`config.mk`:
```
export PLATFORM = sky130hd
export DESIGN_NAME = sfsp_port
export DESIGN_NICKNAME = d
export VERILOG_FILES = /design/src/hdl/sfsp_pkg.sv /design/src/hdl/sfsp_port.sv
export SDC_FILE = /design/constraint.sdc
export NUM_CORES = 1
export LEC_CHECK = 0
export ABC_AREA = 1
export BUFFER_PORTS_ARGS = -buffer_cell sky130_fd_sc_hd__buf_2
export CAP_MARGIN = 20
export CORE_UTILIZATION = 35
export CTS_CLUSTER_DIAMETER = 80
export DETAILED_ROUTE_END_ITERATION = 16
export GPL_ROUTABILITY_DRIVEN = 0
export HOLD_SLACK_MARGIN = 0.03
export PLACE_DENSITY = 0.62
export SLEW_MARGIN = 20
export SYNTH_ARGS = -nofsm -noshare
export SYNTH_HDL_FRONTEND = slang
export SYNTH_SLANG_ARGS = --single-unit
```
`constraint.sdc`:
```
create_clock -name core_clk -period 5.78 [get_ports core_clk]
set_input_delay 0.578 -clock core_clk [delete_from_list [all_inputs] [get_ports core_clk]]
set_output_delay 0.578 -clock core_clk [all_outputs]
set_load 0.03 [all_outputs]
```
`src/hdl/sfsp_pkg.sv`:
```
// Notes on behaviour
// - acts only as slave on chip select, serial clock, data in, data out
// - clock modes 0 and 3 only; idle clock level does not matter
// - sample on rising serial clock edge, change output on falling edge
// - every byte travels most significant bit first on both data lines
// - frame is address phase, then control phase, then data phase
// - address phase carries a 16-bit offset, high byte first
// - control byte: block select [7:3], direction bit [2], op mode [1:0]
// - block select tells which register or buffer block the offset hits
// - data phase is variable length or fixed 1, 2 or 4 bytes by op mode
// - chip select falling starts a frame; rising ends the data phase
// - first byte at the offset, each following byte at offset plus one
// - data out driven only while chip select is low, else released
package sfsp_pkg;
   localparam int unsigned ADDR_W = 16;
   localparam int unsigned BYTE_W = 8;
   localparam int unsigned BLK_W = 5;
   localparam int unsigned CNT_W = 3;
   // control byte field positions
   localparam int unsigned BSB_MSB = 7;
   localparam int unsigned BSB_LSB = 3;
   localparam int unsigned RW_BIT = 2;
   localparam int unsigned OM_MSB = 1;
   localparam int unsigned OM_LSB = 0;
   // direction and operating mode codes
   localparam logic RW_READ = 1'h0;
   localparam logic [1:0] OM_VAR = 2'h0;
   localparam logic [1:0] OM_FIX1 = 2'h1;
   localparam logic [1:0] OM_FIX2 = 2'h2;
   localparam logic [1:0] OM_FIX4 = 2'h3;
   localparam logic [2:0] BIT_LAST = 3'h7;
   localparam logic [2:0] LEFT_ONE = 3'h1;
   // sync stage reset values: chip select idles high (deselected)
   localparam logic [2:0] SCLK_SYNC_RST = 3'h0;
   localparam logic [1:0] CS_SYNC_RST = 2'h3;

   typedef enum logic [1:0] {
      SFSP_ADDR_HI,
      SFSP_ADDR_LO,
      SFSP_CTRL,
      SFSP_DATA
   } sfsp_phase_t;

   // data byte count of a fixed length frame, zero for variable length
   function automatic logic [2:0] sfsp_fix_len(input logic [1:0] om);
      logic [2:0] n;
      n = 3'h0;
      unique case (om)
         OM_FIX1: n = 3'h1;
         OM_FIX2: n = 3'h2;
         OM_FIX4: n = 3'h4;
         default: n = 3'h0;
      endcase
      return n;
   endfunction
endpackage

```
`src/hdl/sfsp_port.sv`:
```
`timescale 1ns/1ps
module sfsp_port (
   input wire logic core_clk,
   input wire logic reset_n,
   input wire logic sclk,
   input wire logic chip_select_low,
   input wire logic mosi,
   output logic miso,
   output logic miso_oe,
   output logic [15:0] mem_addr,
   output logic [4:0] mem_blk,
   output logic [7:0] mem_wdata,
   output logic mem_we,
   output logic mem_re,
   input wire logic [7:0] mem_rdata
);
   logic [2:0] sclk_q;
   logic [1:0] cs_q;
   logic [1:0] mosi_q;
   sfsp_pkg::sfsp_phase_t phase_r, phase_nxt;
   logic [2:0] bit_cnt_r;
   logic [7:0] shin_r;
   logic [15:0] addr_r, addr_nxt;
   logic rw_r;
   logic [1:0] om_r;
   logic [2:0] left_r;
   logic [7:0] txsh_r;
   logic load_r;

   // every pin is foreign to core_clk; the first stage feeds only the second
   always_ff @(posedge core_clk) begin
      if (!reset_n) begin
         sclk_q <= sfsp_pkg::SCLK_SYNC_RST;
         cs_q <= sfsp_pkg::CS_SYNC_RST;
         mosi_q <= 2'h0;
      end else begin
         sclk_q <= {sclk_q[1:0], sclk};
         cs_q <= {cs_q[0], chip_select_low};
         mosi_q <= {mosi_q[0], mosi};
      end
   end

   // edges only, so modes 0 and 3 look alike regardless of idle level
   wire sclk_rise = sclk_q[1] & ~sclk_q[2];
   wire sclk_fall = ~sclk_q[1] & sclk_q[2];
   wire deselect = cs_q[1];
   wire mosi_s = mosi_q[1];
   wire [7:0] rx_byte = {shin_r[6:0], mosi_s};
   wire byte_done = sclk_rise & (bit_cnt_r == sfsp_pkg::BIT_LAST) & ~deselect;
   wire in_data = (phase_r == sfsp_pkg::SFSP_DATA);
   wire in_ctrl = (phase_r == sfsp_pkg::SFSP_CTRL);
   wire data_done = byte_done & in_data;
   wire ctrl_done = byte_done & in_ctrl;
   wire is_read = (rw_r == sfsp_pkg::RW_READ);
   wire fixed = (om_r != sfsp_pkg::OM_VAR);
   wire last_fixed = fixed & (left_r == sfsp_pkg::LEFT_ONE);
   wire [15:0] addr_inc = addr_r + 16'h0001;
   wire ctrl_read = (rx_byte[sfsp_pkg::RW_BIT] == sfsp_pkg::RW_READ);
   // prefetch the next byte unless a fixed frame is on its last one
   wire read_issue = (ctrl_done & ctrl_read) | (data_done & is_read & ~last_fixed);
   wire write_issue = data_done & ~is_read;
   wire [2:0] left_nxt = ctrl_done ? sfsp_pkg::sfsp_fix_len(rx_byte[1:0]) :
                         (data_done & fixed) ? left_r - 3'h1 : left_r;

   // frame phase sequencing; chip select high always returns to the start
   always_comb begin
      phase_nxt = phase_r;
      if (deselect) begin
         phase_nxt = sfsp_pkg::SFSP_ADDR_HI;
      end else if (byte_done) begin
         unique case (phase_r)
            sfsp_pkg::SFSP_ADDR_HI: phase_nxt = sfsp_pkg::SFSP_ADDR_LO;
            sfsp_pkg::SFSP_ADDR_LO: phase_nxt = sfsp_pkg::SFSP_CTRL;
            sfsp_pkg::SFSP_CTRL: phase_nxt = sfsp_pkg::SFSP_DATA;
            sfsp_pkg::SFSP_DATA: begin
               // fixed frames end by count since chip select need not rise
               phase_nxt = last_fixed ? sfsp_pkg::SFSP_ADDR_HI : sfsp_pkg::SFSP_DATA;
            end
         endcase
      end
   end

   // offset assembly, high byte first, then auto increment per data byte
   always_comb begin
      addr_nxt = addr_r;
      if (byte_done && phase_r == sfsp_pkg::SFSP_ADDR_HI) begin
         addr_nxt = {rx_byte, addr_r[7:0]};
      end else if (byte_done && phase_r == sfsp_pkg::SFSP_ADDR_LO) begin
         addr_nxt = {addr_r[15:8], rx_byte};
      end else if (data_done) begin
         addr_nxt = addr_inc;
      end
   end

   // receive shifter; a partial byte is dropped when chip select rises
   always_ff @(posedge core_clk) begin
      if (!reset_n || deselect) begin
         bit_cnt_r <= 3'h0;
         shin_r <= 8'h00;
      end else if (sclk_rise) begin
         bit_cnt_r <= bit_cnt_r + 3'h1;
         shin_r <= rx_byte;
      end
   end

   // frame state and latched control fields
   always_ff @(posedge core_clk) begin
      if (!reset_n) begin
         phase_r <= sfsp_pkg::SFSP_ADDR_HI;
         addr_r <= 16'h0000;
         rw_r <= 1'h0;
         om_r <= 2'h0;
         left_r <= 3'h0;
      end else begin
         phase_r <= phase_nxt;
         addr_r <= addr_nxt;
         left_r <= left_nxt;
         if (ctrl_done) begin
            rw_r <= rx_byte[sfsp_pkg::RW_BIT];
            om_r <= rx_byte[sfsp_pkg::OM_MSB:sfsp_pkg::OM_LSB];
         end
      end
   end

   // memory strobes; block select steers which block the offset targets
   always_ff @(posedge core_clk) begin
      if (!reset_n) begin
         mem_addr <= 16'h0000;
         mem_blk <= 5'h00;
         mem_wdata <= 8'h00;
         mem_we <= 1'h0;
         mem_re <= 1'h0;
         load_r <= 1'h0;
      end else begin
         mem_we <= write_issue;
         mem_re <= read_issue;
         load_r <= mem_re;
         if (ctrl_done) begin
            mem_blk <= rx_byte[sfsp_pkg::BSB_MSB:sfsp_pkg::BSB_LSB];
         end
         if (write_issue) begin
            mem_addr <= addr_r;
            mem_wdata <= rx_byte;
         end else if (read_issue) begin
            mem_addr <= in_data ? addr_inc : addr_r;
         end
      end
   end

   // transmit shifter: the byte lands long before the next falling edge
   // because one serial clock period spans dozens of core cycles
   always_ff @(posedge core_clk) begin
      if (!reset_n || deselect) begin
         txsh_r <= 8'h00;
         miso <= 1'h0;
         miso_oe <= 1'h0;
      end else begin
         miso_oe <= 1'h1;
         if (load_r) begin
            txsh_r <= mem_rdata;
         end else if (sclk_fall && in_data && is_read) begin
            miso <= txsh_r[7];
            txsh_r <= {txsh_r[6:0], 1'h0};
         end
      end
   end

   // helper for the length check: data bytes done in the current frame,
   // saturating so a fixed frame that overruns its count cannot wrap back into range
   logic [2:0] seen_r;
   always_ff @(posedge core_clk) begin
      if (!reset_n || deselect || ctrl_done) begin
         seen_r <= 3'h0;
      end else if (data_done && seen_r != 3'h7) begin
         seen_r <= seen_r + 3'h1;
      end
   end
endmodule // sfsp_port

```
# Yosys cells after proc, flatten, opt, wreduce, memory -nomap -nowiden
# Index checks and enable logic that the tools add are counted.
[classes]
addsub = 3
eq_ne = 9
n_mux = 14
bitwise_logic = 22
reduce_logical = 17
[op_table]
columns = ["operator", "count"]
rows = [
  ["2-to-1 mux 16 bit", 6],
  ["adder 16 x 1 -> 16 bit (second input constant)", 1],
  ["2-to-1 mux 8 bit", 2],
  ["AND 1 bit", 12],
  ["nonzero test 2 bit", 6],
  ["inverter 1 bit", 9],
  ["case mux 3 bit (3 select lines)", 1],
  ["equality test 2 bit (second input constant)", 4],
  ["case mux 2 bit (4 select lines)", 1],
  ["2-to-1 mux 3 bit", 2],
  ["AND reduction 2 bit", 3],
  ["equality test 2 x 1 -> 1 bit (second input constant)", 2],
  ["logical AND 1 bit", 4],
  ["adder 3 x 1 -> 3 bit (second input constant)", 1],
  ["equality test 3 x 1 -> 1 bit (second input constant)", 1],
  ["equality test 3 bit (second input constant)", 1],
  ["subtractor 3 x 1 -> 3 bit (second input constant)", 1],
  ["zero test 2 bit", 1],
  ["2-to-1 mux 2 bit", 1],
  ["inequality test 2 bit (second input constant)", 1],
  ["OR reduction 2 bit", 1],
  ["zero test 1 bit", 1],
  ["logical OR 1 bit", 1],
  ["2-to-1 mux 1 bit", 1],
  ["bitwise OR 1 bit", 1],
]
[word_totals]
register_bits = 83
inputBits = 13
out_inout_bits = 33

# Longest topological paths before layout
# Gate-level depths: netlist (run 1).
[depth]
ltp_word = 10
ltp_mapped = 11

# Worst setup path before layout (run 1)
# OpenSTA, ideal clock, no wires.
[synth_timing]
kind = "reg-to-reg"
from = "reg bit_cnt_r[0]"
to = "reg mem_addr[0]"
setup_time_ps = 117
arrival_time_ps = 1689
setup_slack_ps = 3974
stages_incl_launch_ff = 12
path_cell_list = "dfxtp_1 ha_1 ha_1 nand3_4 nor2_4 nand3_2 buf_4 nand2_1 buf_6 nand2_1 a21oi_1 nor2_1"
[synth_between]
elab_chain_len = 8
[synth_rtl]
columns = ["element", "line_no", "source"]
rows = [
  ["from (decl)", "sfsp_port.sv:21", "logic [2:0] bit_cnt_r;"],
  ["from (signal assigned)", "sfsp_port.sv:101", "bit_cnt_r <= bit_cnt_r + 3'h1;"],
  ["equality test 3 bit (*)", "sfsp_port.sv:49", "wire byte_done = sclk_rise & (bit_cnt_r == sfsp_pkg::BIT_LAST) & ~deselect;"],
  ["AND 1 bit (*) (2 in a row)", "sfsp_port.sv:49", ""],
  ["AND 1 bit", "sfsp_port.sv:52", "wire data_done = byte_done & in_data;"],
  ["AND 1 bit (2 in a row)", "sfsp_port.sv:60", "wire read_issue = (ctrl_done & ctrl_read) | (data_done & is_read & ~last_fixed);"],
  ["bitwise OR 1 bit", "sfsp_port.sv:60", ""],
  ["nonzero test 2 bit (no source line)", "--", ""],
  ["to (signal assigned)", "sfsp_port.sv:142", "mem_addr <= addr_r;"],
  ["to (signal assigned)", "sfsp_port.sv:145", "mem_addr <= in_data ? addr_inc : addr_r;"],
  ["to (decl)", "sfsp_port.sv:10", "output logic [15:0] mem_addr,"],
]
# Every way passes the cells marked *; elsewhere a longest branch is shown, timed or not.
# A chain may end at the register's enable or synchronous reset.

# Final worst setup path (run 1)
[layout_timing]
from = "in reset_n"
to = "reg phase_r[0]"
[layout_between]
elab_chain_len = 2
[layout_rtl]
columns = ["element", "line_no", "source"]
rows = [
  ["from (decl)", "sfsp_port.sv:4", "input wire logic reset_n,"],
  ["inverter 1 bit (no source line)", "--", ""],
  ["OR reduction 2 bit (no source line)", "--", ""],
  ["to (signal assigned)", "sfsp_port.sv:109", "phase_r <= sfsp_pkg::SFSP_ADDR_HI;"],
  ["to (signal assigned)", "sfsp_port.sv:115", "phase_r <= phase_nxt;"],
  ["to (decl)", "sfsp_port.sv:20", "sfsp_pkg::sfsp_phase_t phase_r, phase_nxt;"],
]
# No other way between the ends.

==> results of run 1 <==
==> stage by stage <==
stage / worst slack, ns / cells
after detailed placement: 2.83 / 714
after global routing: 2.94 / 730
after CTS: 3.20 / 730
after global placement: 2.92 / 714
final: 3.24 / 730
after floorplan: 3.97 / 552
==> layer usage <==
| layer | global-route usage [%] | vias to the layer above | share of wire, % |
|---|---|---|---|
| met5 | 0 | - | 0 |
| met4 | 6.55 | 0 | 1.5 |
| met3 | 3.92 | 10 | 5.6 |
| li1 | - | 1843 | - |
| met1 | 22.1 | 1573 | 47 |
| met2 | 27.9 | 91 | 46 |
==> synth_stat cells (all sizes together) <==
cell type  number  area [um^2]
nor2           73          284
nand4           5         31.3
o211ai          1         7.51
or2             2         12.5
buf             8         51.3
inv            57          214
a21oi          44          220
nand2         158          598
nor3            2         21.3
nand3b          2         15.0
xnor2           1         8.76
a22oi           1         7.51
a211oi          1         7.51
o21ai          42          210
and2            2         12.5
xor2            4         35.0
dfxtp          83         1660
a31oi          13         81.3
ha              5         62.6
clkbuf         12         45.0
o211a           1         10.0
nand3          35          198
==> kinds of logic after synthesis <==
family / share of synthesized area (%)
compound gates: 14.3
xor+xnor: 1.15
fa+ha+maj: 1.65
buf+inv: 8.18
flops: 43.8
simple gates: 30.9
==> power by group through the flow <==
stage                     logic [mW]  registers (mW)  clock network, mW
final                         0.0184           0.576              0.410
after global routing          0.0210           0.577              0.449
after CTS                     0.0188           0.576              0.426
after detailed placement      0.0186           0.590                  0
after global placement        0.0183           0.590                  0
after floorplan               0.0113           0.589                  0
==> worst paths after layout <==
kind,to,cells after the start,from,slack [ns]
min reg2reg,mosi_q[1]$_SDFF_PN0_,2,mosi_q[0]$_SDFF_PN0_,0.41
max,phase_r[0]$_SDFFE_PN0N_,6,reset_n,3.24
min,mosi_q[0]$_SDFF_PN0_,3,mosi,0.41
max reg2reg,mem_addr[0]$_SDFFE_PN0P_,9,bit_cnt_r[0]$_SDFFE_PN0N_,3.37
==> registers in the layout (all words and copies together) (netlist names) <==
name	count
addr_r	16
bit_cnt_r	3
cs_q	2
left_r	3
load_r	1
mem_addr	16
mem_blk	5
mem_re	1
mem_wdata	8
mem_we	1
miso	1
miso_oe	1
mosi_q	2
om_r	2
phase_r	2
rw_r	1
sclk_q	3
shin_r	7
txsh_r	8
==> worst min-delay path: stages <==
cell     delay (ns)
buf_2          0.07
nand2_1        0.04
inv_1          0.04
==> layout make-up <==
class / instances / area, um^2
Timing Repair Buffer: 46 / 233
Sequential cell: 83 / 1660
Fill cell: 1106 / 6120
Tap cell: 136 / 170
Clock buffer: 11 / 131
Clock inverter: 5 / 61.3
Inverter: 57 / 214
Multi-Input combinational cell: 392 / 1820
==> impl_metrics.csv, run 1 <==
group,metric,value,unit
global_routing,grt_max_degree,33,
die,dieHeight,106,um
layout,final_nets,607,
setup_path,critical-path-top-cell-by-count,"inv_1",
power_and_ir_drop,seq_power_share,57.4,%
route,drt-total-wl,9150,um
timing,hold_slack,0.412,ns
logic_synthesis,synthesized_area_divided_by_synthesized_cell_count,6.87,um^2
timing,setup_viol_count_final,0,
power_and_ir_drop,intPower,0.782,mW
timing,finalHoldViolCount,0,
power_and_ir_drop,p_clk_share,40.8,%
min_path,hold_path.class,"in -> reg",
layout,layout_commonest_cell,"nand2_1",
route,dr_drc_count,0,
power_and_ir_drop,power.density,234,nW/um^2
die,floorplan.rows,37,
flow_run,cap_viol_max_count,0,
global_routing,globalRouteOverflowTotal,0,
die,io-pin-count,46,
setup_path,end_kind,"flop",
clock_tree,postCtsSetupBuffers,0,
die,placeable_core_region,10400,um^2
clock_tree,post_cts_resized,0,
setup_path,timing.critical_path.slowest_stage_cell,"inv_1",
logic_synthesis,synth.net_count,570,
die,initial_core_utilization,36.4,%
timing,slew_at_the_pin_with_the_worst_max_slew_slack,0.987,ns
power_and_ir_drop,comb_power_share,1.8,%
die,die_outline_area,11300,um^2
setup_path,worstPathRequired,6.09,ns
setup_path,critical_path.startpoint_type,"input pin",
status,outcome,"finished, final reports clean",
logic_synthesis,yosys_warnings,0,
global_routing,grtUsageTotal,17.2,%
clock_tree,clock_insertion_delay_worst_skew,0.36,ns
setup_path,critPathArrivalTime,2.85,ns
logic_synthesis,synth-seq-area-share,43.8,%
layout,utilization,41.2,%
timing,final.period_utilization,43.9,%
layout,num_antenna_cells,0,
logic_synthesis,ys_seq_elements,83,
timing,slew_headroom,34.1,%
global_routing,antenna_found_initial,0,
power_and_ir_drop,power_switching,0.223,mW
clock_tree,cts_tree,"yes",
layout,drive_above_1_share,12.0,%
setup_path,crit_type,"in -> reg",
placed_design,port_buffers,45,
logic_synthesis,synth.distinct_cells,31,
setup_path,worstPathCellList,"buf_2 -> inv_1 -> nor2_1 -> inv_1 -> a21oi_1 -> o211a_1",
power_and_ir_drop,ir_worst_vdd,101,uV
timing,final-max-slew-violation-count,0,
layout,areaGrowthSynthToFinish,13.2,%
setup_path,worst_path_dominant_cell_family,"buffers and inverters",
clock_tree,ctsHtreeMaxLevel,3,
layout,layout.cells.most_common_list,"nand2_1 (156), dfxtp_1 (83), nor2_1 (71)",
placed_design,dp_hpwl,6490,um
setup_path,worst_path_largest_cell_delay,0.57,ns
route,drt-pass1-iter-count,6,
route,antenna_left,0,
route,via_count,3517,
clock_tree,clock_tree.buffer_depth,2,
timing,timing.fmax,394,MHz
timing,totalNegativeSetupSlack,0,ns
logic_synthesis,synth_area,3790,um^2
logic_synthesis,syn-instance-count,552,
power_and_ir_drop,design_power_total,1.01,mW
power_and_ir_drop,power.static_leakage,1.84,nW
clock_tree,clkTransAtPathRegs,0.08,ns
global_routing,global_route_wire_length_before_repair,15400,um
clock_tree,tritoncts.num_buffers,9,
die,die_w,106,um
clock_tree,cts_root_buffer,"clkbuf_8",
placed_design,placed_area,4100,um^2
timing,min_period,2.54,ns
global_routing,grt_pass1_vias,3212,
route,routedWlPerCell,12.5,um
route,drt-vias-per-instance,4.82,
route,drt-initial-drc-count,199,
layout,final_cell_area,4290,um^2
power_and_ir_drop,netSwitchingFraction,22.2,%
timing,clock-skew-final,0.00879,ns
clock_tree,cts_stage_hold_buffer_count,0,
clock_tree,cts_num_sinks,83,
setup_path,cp_max_fo,32,
setup_path,critPathBufInv,3,
timing,grt_setup_unrepaired,"no",
(Power assumes the default switching activity.)
==> inputs of run 2 (changes only) <==
Clock period 5.78 ns to 2.5 ns, I/O delays scaled along.
==> run 2 against run 1 <==
Net effect: global-route usage is 0.15 points higher; worst hold slack worse by 0.34 ns; clock skew rose by 0.0086 ns; utilization up 0.67 points; sequential share of layout area fell by 0.62 points; largest cell class unchanged.
==> impl_metrics.csv, run 2 (same netlist as run 1, synthesis figures left out) <==
group,metric,value,unit
layout,fillCellCount,1141,
setup_path,critical_path.startpoint_type,"flop",
setup_path,regToRegStartpoint,"bit_cnt_r[0]$_SDFFE_PN0N_",
flow_run,cap_viol_max_count,0,
timing,grt_setup_unrepaired,"no",
global_routing,grtUsageTotal,17.4,%
layout,utilization,41.9,%
layout,num_antenna_cells,0,
timing,final-max-slew-violation-count,0,
clock_tree,cts_num_sinks,83,
layout,layout.cells.most_common_list,"nand2_1 (156), dfxtp_1 (83), nor2_1 (71)",
min_path,origin_of_the_worst_min_delay_path,"sclk",
timing,finalHoldViolCount,0,
placed_design,port_buffers,45,
layout,final_nets,613,
clock_tree,tritoncts.num_buffers,9,
timing,min_period,2.18,ns
route,drt-vias-per-instance,4.81,
route,maxUsedRoutingLayer,"met4",
die,die_w,106,um
timing,clock-skew-final,0.0173,ns
route,dr_drc_count,0,
route,drt-pass1-iter-count,4,
timing,totalNegativeSetupSlack,0,ns
route,detailroute.wirelength.met2,4220,um
die,dieHeight,106,um
clock_tree,ctsHtreeMaxLevel,3,
route,routedWlPerCell,12.2,um
layout,layout.area.seq,1660,um^2
setup_path,end_kind,"flop",
route,via_count,3540,
setup_path,cp_max_fo,23,
timing,setup_viol_count_final,0,
clock_tree,clkTransAtPathRegs,0.08,ns
die,floorplan.rows,37,
clock_tree,cts_stage_hold_buffer_count,0,
layout,area_taken_by_multi_input_logic_gates,1820,um^2
route,drt-initial-drc-count,161,
power_and_ir_drop,design_power_total,2.43,mW
power_and_ir_drop,ir_worst_vdd,558,uV
timing,slew_at_the_pin_with_the_worst_max_slew_slack,0.573,ns
power_and_ir_drop,power.density,557,nW/um^2
global_routing,globalRouteOverflowTotal,0,
route,antenna_left,0,
layout,areaGrowthSynthToFinish,15.0,%
placed_design,dp_hpwl,6640,um
setup_path,crit_type,"reg -> reg",
clock_tree,cts_root_buffer,"clkbuf_8",
timing,slew_headroom,61.6,%
clock_tree,post_cts_resized,0,
setup_path,timing.critical_path.from,"bit_cnt_r[0]$_SDFFE_PN0N_",
global_routing,grt_pass1_vias,3365,
global_routing,antenna_found_initial,0,
route,routed-wl-met3,500,um
clock_tree,clock_insertion_delay_worst_skew,0.36,ns
power_and_ir_drop,power.static_leakage,1.87,nW
layout,drive_above_1_share,12.8,%
timing,final.period_utilization,87.3,%
die,io-pin-count,46,
die,die_outline_area,11300,um^2
clock_tree,postCtsSetupBuffers,0,
global_routing,global_route_wire_length_before_repair,15600,um
timing,timing.fmax,458,MHz
clock_tree,cts_tree,"yes",
setup_path,worstPathRequired,2.74,ns
die,initial_core_utilization,36.4,%
status,outcome,"finished, final reports clean",
clock_tree,clock_tree.buffer_depth,2,
layout,largest_registers,"addr_r x16, mem_addr x16",
die,placeable_core_region,10400,um^2
timing,hold_slack,0.0721,ns
layout,layout_commonest_cell,"nand2_1",
min_path,hold_path.class,"in -> reg",
route,drt-total-wl,9000,um
route,route.layer.met1.wl,4130,um
setup_path,critPathArrivalTime,2.42,ns
global_routing,grt_max_degree,32,
run 2: area by class of cell:
class / count / area share (%)
flip-flops and latches: 83 / 38.1
repair buffers: 52 / 6.36
well taps: 136 / 3.90
multi-input cells: 392 / 41.8
clock inverters: 5 / 1.98
clock buffers: 11 / 3.01
inverters: 57 / 4.90
run 2: critical path: stages, from the launching register on:
cell and delay [ns]:
dfxtp_1 0.35, ha_1 0.15, ha_1 0.20, nand3_4 0.12, nor2_4 0.18, nand3_2 0.25, nand3_2 0.42, inv_2 0.16
a21oi_1 0.16, nor2_1 0.06
run 2: final timing paths:
kind | end | slack, ns | depth (start not counted)
max reg2reg | mem_addr[0]$_SDFFE_PN0P_ | 0.32 | 9
min | sclk_q[0]$_SDFF_PN0_ | 0.07 | 3
min reg2reg | cs_q[1]$_SDFF_PN1_ | 0.42 | 1
max | mem_addr[0]$_SDFFE_PN0P_ | 0.32 | 9
run 2: metrics by stage:
| stage | instances | setup slack (ns) | area (um^2) |
|---|---|---|---|
| floorplan | 552 | 0.694 | 3790 |
| global placement | 720 | 0.425 | 4150 |
| detailed placement | 720 | 0.349 | 4150 |
| CTS | 736 | 0.316 | 4360 |
| global route | 736 | 0.0900 | 4360 |
| finish | 736 | 0.317 | 4360 |
run 2: where the power goes:
group | switching, mW | internal (mW)
registers | 0.00576 | 1.33
logic | 0.0310 | 0.0157
clock network | 0.481 | 0.570
run 2: layer usage:
| metal | global-route usage, % | vias up |
|---|---|---|
| met5 | 0 | - |
| met3 | 4.60 | 16 |
| li1 | - | 1867 |
| met4 | 5.36 | 0 |
| met2 | 28.8 | 81 |
| met1 | 21.9 | 1576 |
==> inputs of run 3 (changes only) <==
Settings changed: ABC_AREA 1 to unset, PLACE_DENSITY 0.62 to 0.61.
==> run 3 against run 2 <==
Net effect: fmax rose by 1.2%; worst hold slack got worse by 0.0091 ns; register-to-register slack improved by 0.03 ns.
==> impl_metrics.csv, run 3 <==
group,metric,value,unit
die,placeable_core_region,10800,um^2
die,initial_core_utilization,36.1,%
layout,layout_commonest_cell,"dfxtp_1",
logic_synthesis,synth.distinct_cells,57,
setup_path,regToRegStartpoint,"addr_r[0]$_SDFFE_PN0P_",
route,routedWlPerCell,16.0,um
logic_synthesis,synth_async_sr_flop_share,0,%
global_routing,grt_pass1_vias,3251,
clock_tree,clkTransAtPathRegs,0.09,ns
logic_synthesis,synth-seq-area-share,42.5,%
setup_path,critical_path.startpoint_type,"flop",
route,drt-total-wl,10100,um
logic_synthesis,simple_gate_share_of_the_synthesized_area,22.4,%
setup_path,setup.reg_to_reg.worst_slack,0.34,ns
power_and_ir_drop,intPower,1.81,mW
layout,areaGrowthSynthToFinish,14.6,%
global_routing,global_route_wire_length_before_repair,16400,um
logic_synthesis,synth_edf_count,0,
clock_tree,cts_stage_hold_buffer_count,0,
logic_synthesis,postSynth.topFlopCell,"dfxtp_1",
logic_synthesis,synth.most_common_cell,"dfxtp_1",
setup_path,timing.critical_path.from,"addr_r[0]$_SDFFE_PN0P_",
die,dieHeight,108,um
clock_tree,cts_num_sinks,83,
placed_design,placed_area,4280,um^2
placed_design,port_buffers,45,
placed_design,placed_cells,616,
logic_synthesis,most_used_standard_cells_in_the_synthesized_netlist,"dfxtp_1 (83), nand2_1 (40), nor2_1 (33)",
layout,final_cell_area,4480,um^2
logic_synthesis,synth_fa_ha_area_share,1.60,%
power_and_ir_drop,power.static_leakage,1.67,nW
setup_path,cp_max_fo,8,
clock_tree,cts_tree,"yes",
logic_synthesis,synth_xor_xnor_area_share,2.46,%
logic_synthesis,syn-instance-count,447,
power_and_ir_drop,netSwitchingFraction,23.5,%
logic_synthesis,synthesized_area_fraction_occupied_by_ao_oa_aoi_and_oai_cells,19.5,%
timing,grt_setup_unrepaired,"no",
setup_path,end_kind,"flop",
timing,min_period,2.16,ns
timing,setup_viol_count_final,0,
layout,largest_registers,"addr_r x16, mem_addr x16",
route,drt-vias-per-instance,5.48,
logic_synthesis,yosys_warnings,0,
die,floorplan.rows,38,
power_and_ir_drop,seq_power_share,56.2,%
timing,totalNegativeSetupSlack,0,ns
logic_synthesis,synth_top_family_by_area,"simple AND/OR/NAND/NOR gates",
route,via_count,3464,
logic_synthesis,synth.net_count,465,
setup_path,timing.reg2reg.worst_path_depth,5,
global_routing,grtUsageTotal,18.3,%
clock_tree,cts_root_buffer,"clkbuf_8",
timing,timing.fmax,464,MHz
timing,slew_at_the_pin_with_the_worst_max_slew_slack,0.807,ns
power_and_ir_drop,power_switching,0.557,mW
timing,slew_headroom,46.2,%
die,die_outline_area,11600,um^2
route,antenna_left,0,
clock_tree,clock_tree.buffer_depth,2,
setup_path,setup.worst_path.end,"mem_addr[14]$_SDFFE_PN0P_",
layout,num_antenna_cells,0,
setup_path,worstPathRequired,2.78,ns
timing,final.period_utilization,86.3,%
power_and_ir_drop,design_power_total,2.37,mW
global_routing,grt_max_degree,23,
logic_synthesis,ys_seq_elements,83,
route,drt-pass1-iter-count,5,
clock_tree,clock_insertion_delay_worst_skew,0.37,ns
min_path,hold_path.class,"in -> reg",
status,outcome,"finished, final reports clean",
logic_synthesis,synth.area.top_cells,"dfxtp_1 (42%), mux2i_1 (5.6%), a21oi_1 (3.8%)",
logic_synthesis,synthesized_area_divided_by_synthesized_cell_count,8.75,um^2
power_and_ir_drop,p_clk_share,42.0,%
logic_synthesis,synth_area,3910,um^2
clock_tree,postCtsSetupBuffers,0,
global_routing,globalRouteOverflowTotal,0,
layout,layoutNonFillerInstCount,632,
global_routing,antenna_found_initial,0,
route,dr_drc_count,0,
clock_tree,ctsHtreeMaxLevel,3,
power_and_ir_drop,ir_worst_vdd,282,uV
placed_design,dp_hpwl,6860,um
timing,final-max-slew-violation-count,0,
die,io-pin-count,46,
logic_synthesis,muxShareOfSynthArea,6.21,%
power_and_ir_drop,power.density,529,nW/um^2
layout,drive_above_1_share,19.1,%
power_and_ir_drop,comb_power_share,1.9,%
logic_synthesis,netlist.top_cell.by_area,"dfxtp_1",
die,die_w,108,um
clock_tree,post_cts_resized,0,
flow_run,cap_viol_max_count,0,
clock_tree,tritoncts.num_buffers,9,
route,drt-initial-drc-count,274,
setup_path,crit_type,"reg -> reg",
layout,utilization,41.3,%
layout,layout.cells.most_common_list,"dfxtp_1 (83), buf_2 (45), nand2_1 (40)",
logic_synthesis,synth_top_cell_area_share,42.5,%
setup_path,reg2reg_capture_point,"mem_addr[14]$_SDFFE_PN0P_",
setup_path,critPathArrivalTime,2.44,ns
layout,final_nets,505,
timing,clock-skew-final,0.00747,ns
timing,finalHoldViolCount,0,
-- run 3: cell count changes after synthesis, moves of 15 or more --
cell,before,now
nor3_1,1,16
nand3_1,32,13
inv_1,56,9
nand2_1,156,40
nor2_1,71,33
or3_1,0,16
mux2i_1,0,22
o21ai_0,42,21
-- run 3: cell type report --
type | count | area, um^2
clock inverters | 7 | 76.3
flip-flops and latches | 83 | 1660
fillers | 1098 | 6360
inverters | 10 | 37.5
well taps | 140 | 175
repair buffers | 64 | 368
clock buffers | 9 | 124
multi-input cells | 319 | 2040
-- run 3: cells by family after synthesis --
group / Yosys count
simple gates: 165
compound gates: 114
flops: 83
buf+inv: 45
mux: 24
xor+xnor: 11
fa+ha+maj: 5
-- run 3: per-stage QoR --
step	hold slack [ns]	worst slack [ns]
final	0.0631	0.343
after global routing	0.0748	0.176
after CTS	0.0590	0.345
after detailed placement	0.394	0.396
after global placement	0.404	0.472
after floorplan	0.323	0.471
-- run 3: how the worst min path moves through the flow --
| stage | from | endpoint | slack (ns) | cells after the start |
|---|---|---|---|---|
| after floorplan | reset_n | cs_q[0]$_SDFF_PN1_ | 0.32 | 1 |
| after global placement | cs_q[0]$_SDFF_PN1_ | cs_q[1]$_SDFF_PN1_ | 0.40 | 1 |
| after detailed placement | cs_q[0]$_SDFF_PN1_ | cs_q[1]$_SDFF_PN1_ | 0.39 | 1 |
| after CTS | chip_select_low | cs_q[0]$_SDFF_PN1_ | 0.06 | 2 |
| after global routing | chip_select_low | cs_q[0]$_SDFF_PN1_ | 0.07 | 2 |
| final | chip_select_low | cs_q[0]$_SDFF_PN1_ | 0.06 | 2 |
-- run 3: power by group through the flow --
stage / Clock (mW) / Sequential (mW) / Combinational (mW)
CTS: 1.02 / 1.33 / 0.0446
global route: 1.07 / 1.33 / 0.0489
finish: 0.994 / 1.33 / 0.0439
detailed placement: 0 / 1.36 / 0.0445
global placement: 0 / 1.36 / 0.0440
floorplan: 0 / 1.36 / 0.0249
-- run 3: routing by layer --
| metal | global-route usage [%] | vias up | routed length [um] |
|---|---|---|---|
| met1 | 22.1 | 1611 | 4390 |
| met5 | 0 | - | 0 |
| li1 | - | 1711 | - |
| met2 | 30.7 | 111 | 4770 |
| met4 | 6.95 | 0 | 286 |
| met3 | 5.02 | 31 | 659 |
-- run 3: critical path: stages, from the launching register on --
cell and delay, ns:
dfxtp_1 0.45, ha_1 0.31, nand2_1 0.12, or3_1 0.47, or4_1 0.43, a311oi_1 0.28
